===== config.mk =====
export PLATFORM = sky130hd
export DESIGN_NAME = bcc_top
export DESIGN_NICKNAME = d
export VERILOG_FILES = /design/src/hdl/bcc_pkg.sv /design/src/hdl/bcc_top.sv
export SDC_FILE = /design/constraint.sdc
export NUM_CORES = 1
export LEC_CHECK = 0
export BUFFER_PORTS_ARGS = -buffer_cell sky130_fd_sc_hd__buf_4
export CORE_MARGIN = 4
export CORE_UTILIZATION = 58
export CTS_CLUSTER_SIZE = 10
export DETAILED_ROUTE_END_ITERATION = 10
export PLACE_DENSITY = 0.9
export SYNTH_ARGS = -nofsm -noshare
export SYNTH_HDL_FRONTEND = slang
export SYNTH_SLANG_ARGS = --single-unit

===== constraint.sdc =====
create_clock -name clk_in -period 2.8 [get_ports clk_in]
set_input_delay 0.28 -clock clk_in [delete_from_list [all_inputs] [get_ports clk_in]]
set_output_delay 0.28 -clock clk_in [all_outputs]
set_load 0.01 [all_outputs]

===== src/hdl/bcc_pkg.sv =====
package bcc_pkg;
  // bus clock and cold reset length
  localparam int CLK_MHZ         = 100;
  localparam int COLD_RST_US     = 1000;
  localparam int COLD_RST_CYCLES = COLD_RST_US * CLK_MHZ;
  // register byte offsets
  localparam logic [7:0] OFS_DBG_CTRL = 8'h00;
  localparam logic [7:0] OFS_CR_FOUR  = 8'h04;
  localparam logic [7:0] OFS_STATUS   = 8'h08;
  localparam logic [7:0] OFS_INT_STAT = 8'h0C;
  localparam logic [7:0] OFS_INT_MASK = 8'h10;
  localparam logic [7:0] OFS_MC_ADDR  = 8'h14;
  localparam logic [7:0] OFS_MC_CTRL  = 8'h18;
  localparam logic [7:0] OFS_DMR0     = 8'h20;
  localparam logic [7:0] OFS_DMR3     = 8'h2C;
  // debug control fields: pin selects low, breakpoint enables above
  localparam int DBG_SEL_LO = 0;
  localparam int DBG_SEL_HI = 1;
  localparam int DBG_EN_LSB = 4;
  localparam logic [31:0] DBG_CTRL_RST = 32'h0000_0000;
  // machine check enable position in control register four
  localparam int MCE_BIT = 6;
  // interrupt status bits
  localparam int IRQ_BACKOFF = 0;
  localparam int IRQ_BUS_CHECK_N  = 1;
  localparam int IRQ_BP_HIT  = 2;
  localparam int IRQ_MC_DROP = 3;
  localparam int IRQ_W       = 4;
  // ratio lookup: core multiplier per select code, values arbitrary
  localparam logic [15:0] RATIO_LUT = 16'h3542;
  // bus cycle states
  typedef enum logic [1:0] {ST_IDLE, ST_T1, ST_T2, ST_HOLD} bcc_state_type;
endpackage


===== src/hdl/bcc_top.sv =====
`timescale 1ns/1ns
module bcc_top #(
  parameter int COLD_RST_CYCLES = bcc_pkg::COLD_RST_CYCLES
) (
  // clock and reset
  input  wire logic        clk_in,
  input  wire logic        srst_in,
  // apb slave
  input  wire logic        psel_in,
  input  wire logic        penable_in,
  input  wire logic        pwrite_in,
  input  wire logic [7:0]  paddr_in,
  input  wire logic [31:0] pwdata_in,
  output logic [31:0]      prdata_out,
  output logic             pready_out,
  output logic             pslverr_out,
  output logic             irq_out,
  // internal bus request from the core
  input  wire logic        req_valid_in,
  input  wire logic [31:3] req_addr_in,
  input  wire logic        req_write_in,
  input  wire logic [3:0]  req_ctrl_in,
  output logic             req_ready_out,
  output logic             req_done_out,
  // internal snoop and perf events
  input  wire logic        snoop_valid_in,
  input  wire logic [31:5] snoop_line_in,
  input  wire logic [1:0]  perf_event_in,
  // external pins
  input  wire logic [1:0]  bus_ratio_select_in,
  input  wire logic        bus_backoff_n_in,
  input  wire logic        burst_ready_n_in,
  input  wire logic        burst_ready_copy_n_in,
  input  wire logic        bus_check_n_in,
  input  wire logic        stop_clock_request_n_in,
  output logic             bus_request_out,
  output logic             ads_n_out,
  output logic [31:3]      addr_out,
  output logic             write_out,
  output logic             bus_oe_out,
  output logic [3:0]       breakpoint_match_pins_out,
  output logic             machine_check_exc_out,
  output logic [3:0]       core_ratio_out
);

  // ratio code to core multiplier
  function automatic logic [3:0] ratio_of(input logic [1:0] code);
    ratio_of = bcc_pkg::RATIO_LUT[{code, 2'h0} +: 4];
  endfunction

  // two-stage synchronisers for pins
  logic [6:0] sync1;
  logic [6:0] sync2;
  always_ff @(posedge clk_in) begin
    sync1 <= {bus_ratio_select_in, bus_backoff_n_in, burst_ready_n_in,
              burst_ready_copy_n_in, bus_check_n_in, stop_clock_request_n_in};
    sync2 <= sync1;
  end
  logic [1:0] ratio_s;
  logic       bus_backoff_n;
  logic       rdy;
  logic       bchk;
  logic       stop_clock_request_n;
  assign ratio_s = sync2[6:5];
  assign bus_backoff_n    = ~sync2[4];
  assign rdy     = ~sync2[3] | ~sync2[2];
  assign bchk    = ~sync2[1];
  assign stop_clock_request_n  = ~sync2[0];

  // cold reset length and ratio capture, untouched by warm reset
  logic [31:0] rst_cnt = 32'h0000_0000; // power-up value, no reset may clear it
  logic [1:0]  ratio_q;
  logic        rst_d;
  logic [31:0] next_rst_cnt;
  logic [1:0]  next_ratio_q;
  always_comb begin
    next_rst_cnt = srst_in ? rst_cnt : 32'h0000_0000;
    if (srst_in && rst_cnt < 32'(COLD_RST_CYCLES))
      next_rst_cnt = rst_cnt + 32'h0000_0001;
    next_ratio_q = ratio_q;
    if (rst_d && !srst_in && rst_cnt >= 32'(COLD_RST_CYCLES))
      next_ratio_q = ratio_s;
  end
  always_ff @(posedge clk_in) begin
    rst_cnt <= next_rst_cnt;
    rst_d   <= srst_in;
    ratio_q <= next_ratio_q;
  end

  // apb access and register state
  logic               acc;
  logic               rd_stat;
  logic [31:0]        dbg_ctrl;
  logic [31:0]        cr_four;
  logic [31:0]        dmr [4];
  logic [bcc_pkg::IRQ_W-1:0] int_stat;
  logic [bcc_pkg::IRQ_W-1:0] int_mask;
  logic [bcc_pkg::IRQ_W-1:0] int_set;
  logic [31:3]        mc_addr;
  logic [5:0]         mc_ctrl;
  logic               mc_pend;
  assign acc     = psel_in & penable_in & pready_out;
  assign rd_stat = acc & ~pwrite_in & (paddr_in == bcc_pkg::OFS_INT_STAT);

  // local names for the bus cycle states
  localparam bcc_pkg::bcc_state_type ST_IDLE = bcc_pkg::ST_IDLE;
  localparam bcc_pkg::bcc_state_type ST_T1   = bcc_pkg::ST_T1;
  localparam bcc_pkg::bcc_state_type ST_T2   = bcc_pkg::ST_T2;
  localparam bcc_pkg::bcc_state_type ST_HOLD = bcc_pkg::ST_HOLD;

  // bus cycle state
  bcc_pkg::bcc_state_type state;
  bcc_pkg::bcc_state_type next_state;
  logic        cyc_valid;
  logic [31:3] cyc_addr;
  logic        cyc_write;
  logic [3:0]  cyc_ctrl;
  logic        next_cyc_valid;
  logic [31:3] next_cyc_addr;
  logic        next_cyc_write;
  logic [3:0]  next_cyc_ctrl;
  logic        next_done;
  logic        take;
  assign take = req_valid_in & req_ready_out;

  // bus cycle sequencing
  always_comb begin
    next_state     = state;
    next_cyc_valid = cyc_valid;
    next_cyc_addr  = cyc_addr;
    next_cyc_write = cyc_write;
    next_cyc_ctrl  = cyc_ctrl;
    next_done      = 1'b0;
    if (take) begin
      next_cyc_valid = 1'b1;
      next_cyc_addr  = req_addr_in;
      next_cyc_write = req_write_in;
      next_cyc_ctrl  = req_ctrl_in;
    end
    unique case (state)
      ST_IDLE: begin
        if (bus_backoff_n)
          next_state = ST_HOLD;
        else if (cyc_valid)
          next_state = ST_T1;
      end
      ST_T1: begin
        next_state = bus_backoff_n ? ST_HOLD : ST_T2;
      end
      ST_T2: begin
        if (bus_backoff_n) begin
          next_state = ST_HOLD;
        end else if (rdy) begin
          next_state     = ST_IDLE;
          next_cyc_valid = 1'b0;
          next_done      = 1'b1;
        end
      end
      ST_HOLD: begin
        // aborted cycle stays valid and returns to ST_IDLE, then restarts at T1
        if (!bus_backoff_n)
          next_state = ST_IDLE;
      end
    endcase
  end
  always_ff @(posedge clk_in) begin
    if (srst_in) begin
      state     <= ST_IDLE;
      cyc_valid <= 1'b0;
      cyc_addr  <= '0;
      cyc_write <= 1'b0;
      cyc_ctrl  <= 4'h0;
    end else begin
      state     <= next_state;
      cyc_valid <= next_cyc_valid;
      cyc_addr  <= next_cyc_addr;
      cyc_write <= next_cyc_write;
      cyc_ctrl  <= next_cyc_ctrl;
    end
  end

  // registered pin drive and breakpoint compare
  logic [3:0] bp_hit;
  logic [3:0] next_bp_hit;
  logic [3:0] next_bp_pins;
  always_comb begin
    for (int i = 0; i < 4; i++)
      next_bp_hit[i] = (next_state == ST_T1) && (state != ST_T1)
        && dbg_ctrl[bcc_pkg::DBG_EN_LSB + i]
        && (dmr[i][31:3] == cyc_addr);
    next_bp_pins = next_bp_hit;
    if (!dbg_ctrl[bcc_pkg::DBG_SEL_LO])
      next_bp_pins[0] = perf_event_in[0];
    if (!dbg_ctrl[bcc_pkg::DBG_SEL_HI])
      next_bp_pins[1] = perf_event_in[1];
  end
  always_ff @(posedge clk_in) begin
    if (srst_in) begin
      bus_oe_out                <= 1'b0;
      ads_n_out                 <= 1'b1;
      addr_out                  <= '0;
      write_out                 <= 1'b0;
      req_ready_out             <= 1'b0;
      req_done_out              <= 1'b0;
      bus_request_out           <= 1'b0;
      bp_hit                    <= 4'h0;
      breakpoint_match_pins_out <= 4'h0;
      core_ratio_out            <= 4'h0;
    end else begin
      // floats in the clock after backoff is seen
      bus_oe_out <= (next_state == ST_T1) || (next_state == ST_T2);
      ads_n_out  <= next_state != ST_T1;
      addr_out   <= next_cyc_addr;
      write_out  <= next_cyc_write;
      req_ready_out   <= ~next_cyc_valid;
      req_done_out    <= next_done;
      bus_request_out <= next_cyc_valid | req_valid_in;
      bp_hit          <= next_bp_hit;
      breakpoint_match_pins_out <= next_bp_pins;
      core_ratio_out  <= ratio_of(ratio_q);
    end
  end

  // bus check capture and machine check sequencing
  logic        bchk_ev;
  logic        machine_check_enable;
  logic        drop;
  logic [31:3] next_mc_addr;
  logic [5:0]  next_mc_ctrl;
  logic        next_mc_pend;
  logic        next_exc;
  assign bchk_ev = bchk & ((state == ST_T2) | snoop_valid_in);
  assign machine_check_enable     = cr_four[bcc_pkg::MCE_BIT];
  assign drop    = mc_pend & stop_clock_request_n & snoop_valid_in & ~bchk_ev
                 & (snoop_line_in == mc_addr[31:5]);
  always_comb begin
    next_mc_addr = mc_addr;
    next_mc_ctrl = mc_ctrl;
    next_mc_pend = mc_pend;
    next_exc     = 1'b0;
    if (mc_pend && !stop_clock_request_n) begin
      next_mc_pend = 1'b0;
      next_exc     = 1'b1;
    end else if (drop) begin
      next_mc_pend = 1'b0;
    end
    if (bchk_ev) begin
      next_mc_addr = (state == ST_T2) ? cyc_addr : {snoop_line_in, 2'h0};
      next_mc_ctrl = {state != ST_T2, cyc_write, cyc_ctrl};
      if (machine_check_enable && stop_clock_request_n)
        next_mc_pend = 1'b1;
      else if (machine_check_enable)
        next_exc = 1'b1;
    end
  end
  always_ff @(posedge clk_in) begin
    if (srst_in) begin
      mc_addr               <= '0;
      mc_ctrl               <= 6'h00;
      mc_pend               <= 1'b0;
      machine_check_exc_out <= 1'b0;
    end else begin
      mc_addr               <= next_mc_addr;
      mc_ctrl               <= next_mc_ctrl;
      mc_pend               <= next_mc_pend;
      machine_check_exc_out <= next_exc;
    end
  end

  // register file, read data and interrupt
  logic [31:0] next_dbg_ctrl;
  logic [31:0] next_cr_four;
  logic [31:0] next_dmr [4];
  logic [bcc_pkg::IRQ_W-1:0] next_int_stat;
  logic [bcc_pkg::IRQ_W-1:0] next_int_mask;
  logic [31:0] next_prdata;
  logic        next_err;
  logic        hit;
  always_comb begin
    next_dbg_ctrl = dbg_ctrl;
    next_cr_four  = cr_four;
    next_int_mask = int_mask;
    for (int i = 0; i < 4; i++)
      next_dmr[i] = dmr[i];
    int_set = '0;
    int_set[bcc_pkg::IRQ_BACKOFF] = (state != ST_HOLD) && (next_state == ST_HOLD);
    int_set[bcc_pkg::IRQ_BUS_CHECK_N]  = bchk_ev;
    int_set[bcc_pkg::IRQ_BP_HIT]  = |bp_hit;
    int_set[bcc_pkg::IRQ_MC_DROP] = drop;
    // set wins over the read clear
    next_int_stat = (int_stat & ~{bcc_pkg::IRQ_W{rd_stat}}) | int_set;
    if (acc && pwrite_in) begin
      unique case (paddr_in)
        bcc_pkg::OFS_DBG_CTRL: next_dbg_ctrl = pwdata_in;
        bcc_pkg::OFS_CR_FOUR:  next_cr_four  = pwdata_in;
        bcc_pkg::OFS_INT_MASK: next_int_mask = pwdata_in[bcc_pkg::IRQ_W-1:0];
        default: begin
          if (paddr_in >= bcc_pkg::OFS_DMR0 && paddr_in <= bcc_pkg::OFS_DMR3
              && paddr_in[1:0] == 2'h0)
            next_dmr[paddr_in[3:2]] = pwdata_in;
        end
      endcase
    end
    hit = 1'b1;
    next_prdata = 32'h0000_0000;
    unique case (paddr_in)
      bcc_pkg::OFS_DBG_CTRL: next_prdata = dbg_ctrl;
      bcc_pkg::OFS_CR_FOUR:  next_prdata = cr_four;
      bcc_pkg::OFS_STATUS:
        next_prdata = {28'h0000000, mc_pend, state == ST_HOLD, ratio_q};
      bcc_pkg::OFS_INT_STAT: next_prdata[bcc_pkg::IRQ_W-1:0] = int_stat;
      bcc_pkg::OFS_INT_MASK: next_prdata[bcc_pkg::IRQ_W-1:0] = int_mask;
      bcc_pkg::OFS_MC_ADDR:  next_prdata = {mc_addr, 3'h0};
      bcc_pkg::OFS_MC_CTRL:  next_prdata = {26'h0000000, mc_ctrl};
      default: begin
        if (paddr_in >= bcc_pkg::OFS_DMR0 && paddr_in <= bcc_pkg::OFS_DMR3
            && paddr_in[1:0] == 2'h0)
          next_prdata = dmr[paddr_in[3:2]];
        else
          hit = 1'b0;
      end
    endcase
    next_err = psel_in & ~penable_in & ~hit;
  end
  always_ff @(posedge clk_in) begin
    if (srst_in) begin
      dbg_ctrl    <= bcc_pkg::DBG_CTRL_RST;
      cr_four     <= 32'h0000_0000;
      int_stat    <= '0;
      int_mask    <= '0;
      for (int i = 0; i < 4; i++)
        dmr[i] <= 32'h0000_0000;
      prdata_out  <= 32'h0000_0000;
      pready_out  <= 1'b0;
      pslverr_out <= 1'b0;
      irq_out     <= 1'b0;
    end else begin
      dbg_ctrl    <= next_dbg_ctrl;
      cr_four     <= next_cr_four;
      int_stat    <= next_int_stat;
      int_mask    <= next_int_mask;
      for (int i = 0; i < 4; i++)
        dmr[i] <= next_dmr[i];
      prdata_out  <= next_prdata;
      pready_out  <= psel_in & ~penable_in;
      pslverr_out <= next_err;
      irq_out     <= |(next_int_stat & next_int_mask);
    end
  end
endmodule // bcc_top


==> run_summary.xml <==
<?xml version="1.0" encoding="UTF-8"?>
<metrics>
  <group name="die">
    <metric name="initial_utilization" unit="%">59.3</metric>
    <metric name="die_x" unit="um">175</metric>
    <metric name="die_area" unit="mm^2">0.0305</metric>
    <metric name="placement_rows" unit="">60</metric>
    <metric name="core_area" unit="mm^2">0.0272</metric>
    <metric name="top_level_ports" unit="">196</metric>
    <metric name="die_h" unit="um">175</metric>
  </group>
  <group name="status">
    <metric name="status" unit="">completed</metric>
  </group>
  <group name="clock_network">
    <metric name="cts_sinks" unit="">372</metric>
    <metric name="cts_made_buffers" unit="">43</metric>
    <metric name="post_cts.repair.setup_buffers" unit="">0</metric>
    <metric name="clk_latency" unit="ns">0.53</metric>
    <metric name="cts-root-to-sink-buffers" unit="">3</metric>
    <metric name="tritoncts_clock_tree" unit="">yes</metric>
    <metric name="path_clk_slew" unit="ns">0.05</metric>
    <metric name="clock_tree.root_cell" unit="">clkbuf_16</metric>
    <metric name="cts_max_level" unit="">2</metric>
  </group>
  <group name="critical_path">
    <metric name="setup.reg_to_reg.worst_slack" unit="ns">0.60</metric>
    <metric name="path_cells" unit="">ha_1 &gt; nand3_1 &gt; nor4b_1 &gt; nand4_1 &gt; xor2_1 &gt; nor2_1</metric>
    <metric name="reg2reg_depth" unit="">6</metric>
    <metric name="worstPathRequired" unit="ns">3.04</metric>
    <metric name="timing.critical_path.buf_inv" unit="">0</metric>
    <metric name="timing.critical_path.to_type" unit="">flip-flop</metric>
    <metric name="critical_path.reg2reg.endpoint" unit="">rst_cnt[16]</metric>
    <metric name="cp_slowest_cell" unit="">nor4b_1</metric>
    <metric name="critical_path.reg2reg.startpoint" unit="">rst_cnt[0]</metric>
    <metric name="crit_path_dat" unit="ns">2.45</metric>
    <metric name="crit_fanout" unit="">5</metric>
    <metric name="setup.worst_path.class" unit="">reg -&gt; reg</metric>
    <metric name="worst_setup_path_start_kind" unit="">flip-flop</metric>
    <metric name="path_delay_family" unit="">simple AND/OR/NAND/NOR gates</metric>
    <metric name="cpPeakStageDelay" unit="ns">0.57</metric>
  </group>
  <group name="sta">
    <metric name="drv_slew" unit="">0</metric>
    <metric name="timing_worst_slew_pin_value" unit="ns">1.41</metric>
    <metric name="final_hold_viol_count" unit="">0</metric>
    <metric name="timing.final.crit_share" unit="%">78.6</metric>
    <metric name="setup-tns-final" unit="ns">0</metric>
    <metric name="unrepaired_setup_endpoints_after_global_routing" unit="">false</metric>
    <metric name="max-slew-margin-rel" unit="%">6.10</metric>
    <metric name="min_cycle_time_layout" unit="ns">2.20</metric>
    <metric name="fmax" unit="GHz">0.454</metric>
    <metric name="finalClockSkew" unit="ns">0.0183</metric>
    <metric name="finalSetupViolCount" unit="">0</metric>
  </group>
  <group name="global_routing">
    <metric name="grt_util_all_layers" unit="%">33.4</metric>
    <metric name="grt_first_pass_wirelength" unit="um">81600</metric>
    <metric name="grt_start_max_net_pins" unit="">253</metric>
    <metric name="first_global_vias" unit="">14800</metric>
    <metric name="antenna_found_initial" unit="">3</metric>
    <metric name="grt.overflow.total" unit="">0</metric>
  </group>
  <group name="yosys">
    <metric name="async_flop_share" unit="%">0</metric>
    <metric name="ys_seq_elements" unit="">372</metric>
    <metric name="yosys_warnings" unit="">0</metric>
    <metric name="synth.avg_cell_area" unit="um^2">8.82</metric>
    <metric name="ys_seq_area_share" unit="%">48.3</metric>
    <metric name="syn-cell-area" unit="mm^2">0.0161</metric>
    <metric name="number_of_unique_standard_cell_types_used_by_synthesis" unit="">55</metric>
    <metric name="synthCells" unit="">1826</metric>
    <metric name="synthFlopType" unit="">dfxtp_1</metric>
    <metric name="synth-edff-count" unit="">34</metric>
  </group>
  <group name="power">
    <metric name="power.ir.vdd_worst" unit="mV">0.421</metric>
    <metric name="powerDensity" unit="mW/mm^2">592</metric>
    <metric name="leakage_power_total" unit="uW">0.00681</metric>
  </group>
  <group name="placed_design">
    <metric name="detailedPlacementHpwl" unit="um">35200</metric>
    <metric name="gp_routability_congestion" unit="">1.01</metric>
    <metric name="buffer_ports.inserted" unit="">194</metric>
    <metric name="dpl_cell_area" unit="mm^2">0.0180</metric>
  </group>
  <group name="cells_and_area">
    <metric name="final_area" unit="mm^2">0.0193</metric>
    <metric name="final_nets" unit="">2107</metric>
    <metric name="area_growth" unit="%">19.7</metric>
    <metric name="final_layout_size_suffix_gt1_share" unit="%">16.6</metric>
  </group>
  <group name="min_path">
    <metric name="min_path_cells" unit="">3</metric>
    <metric name="hold_path_end" unit="">addr_out[20]</metric>
    <metric name="min_path_type" unit="">in -&gt; reg</metric>
    <metric name="worst_hold_startpoint" unit="">req_addr_in[20]</metric>
  </group>
  <group name="drt">
    <metric name="drt_iter0_markers" unit="">1914</metric>
    <metric name="routedWlPerCell" unit="um">22.2</metric>
    <metric name="post_route_ant_nets" unit="">0</metric>
    <metric name="routed_wl" unit="um">52600</metric>
    <metric name="remaining_drc_errors" unit="">0</metric>
    <metric name="count_of_vias_placed_by_the_detailed_router" unit="">14700</metric>
    <metric name="drt-vias-per-instance" unit="">6.21</metric>
    <metric name="drt_pass1_iterations" unit="">6</metric>
  </group>
  <group name="flow_run">
    <metric name="cap_viol_max_count" unit="">0</metric>
  </group>
</metrics>
[area by class of cell]
type / count / area [um^2]
fillers: 1905 / 7890
diodes: 1 / 2.50
clock inverters: 1 / 8.76
repair buffers: 254 / 2080
inverters: 10 / 37.5
clock buffers: 55 / 1140
flip-flops and latches: 372 / 7790
well taps: 372 / 465
multi-input cells: 1306 / 7760
[routing by layer]
metal	up-vias	wire, um	track usage [%]
li1	6525	-	-
met1	6941	19400	42.6
met2	1070	23800	52.2
met3	194	6930	10.3
met4	4	2390	15.4
met5	-	19	0
[where the power goes]
part	switching (uW)	leakage, uW	internal, uW	total (uW)
clock	2040	0.000561	2810	4840
combinational	575	0.00317	379	954
sequential	133	0.00308	5490	5620
[kinds of logic (layout without fill, tap and decap cells)]
logic type / count (synthesis) / count (layout) / share of synthesized area [%]
mux: 71 / 71 / 6.94
compound gates: 356 / 356 / 13.0
simple gates: 702 / 702 / 18.7
buf+inv: 163 / 320 / 4.15
flops: 372 / 372 / 48.3
xor+xnor: 158 / 158 / 8.59
fa+ha+maj: 3 / 3 / 0.233
other cells: 1 / 17 / 0.0233
[state kept, by name, indices dropped and copies added (netlist names), 6 cells and up]
register and cells:
dmr 128, cr_four 32, dbg_ctrl 32, prdata_out 32, rst_cnt 32, addr_out 29
mc_addr 29, sync1 7, sync2 7, mc_ctrl 6
[synth_stat cells (8+ instances only)]
cell type	instances	area share [%]
nor2_1	92	2.1
nand3_1	12	0.37
edfxtp_1	34	6.3
mux4_2	32	4.5
mux2i_1	33	2.1
xor2_1	43	2.3
and3_1	8	0.31
xnor2_1	115	6.3
clkbuf_1	123	2.9
buf_2	16	0.50
nor4_1	23	0.89
nand2_1	480	11
a311oi_1	27	1.5
dfxtp_1	338	42
a21oi_1	239	7.4
inv_1	10	0.23
nand4_1	36	1.4
a22oi_1	64	3.0
[per-stage QoR]
| stage | setup WS [ns] | std cells | hold WS, ns | util [%] | power [uW] |
|---|---|---|---|---|---|
| after floorplan | 0.370 | 1841 | 0.308 | - | 6160 |
| after global placement | 0.325 | 2296 | 0.313 | 66.1 | 6600 |
| after detailed placement | 0.237 | 2296 | 0.314 | 66.1 | 6620 |
| after CTS | 0.628 | 2370 | 0.000474 | 71.0 | 11400 |
| after global routing | 0.449 | 2371 | 0.00211 | 71.0 | 11700 |
| final | 0.599 | 2371 | 0.00585 | 71.0 | 11400 |
[worst max path at each step]
stage / startpoint / end / slack [ns] / depth (start not counted)
global route: rst_cnt[0] / rst_cnt[16] / 0.45 / 6
detailed placement: paddr_in[7] / dmr[1][29] / 0.24 / 7
floorplan: paddr_in[7] / dmr[1][10] / 0.37 / 8
finish: rst_cnt[0] / rst_cnt[16] / 0.60 / 6
global placement: paddr_in[7] / dmr[1][27] / 0.32 / 7
CTS: rst_cnt[0] / rst_cnt[16] / 0.63 / 6
[tightest hold or removal path: stages]
cell and delay [ns]:
buf_4 0.11, nand2_1 0.05, a21oi_1 0.05
[what timing repair did]
item                      CTS  global route
resized for setup           0             0
hold buffers               18             0
hold endpoints to repair   18             0
[cells in the final DEF, fill, tap and decap left out, drive strengths merged, types with 36 or more instances in the layout]
cell type / n
a21oi: 239
a22oi: 64
buf: 236
clkbuf: 55
dfxtp: 338
nand2: 480
nand4: 36
nor2: 92
xnor2: 115
xor2: 43
Note: power is estimated with default switching activity, not from simulation.
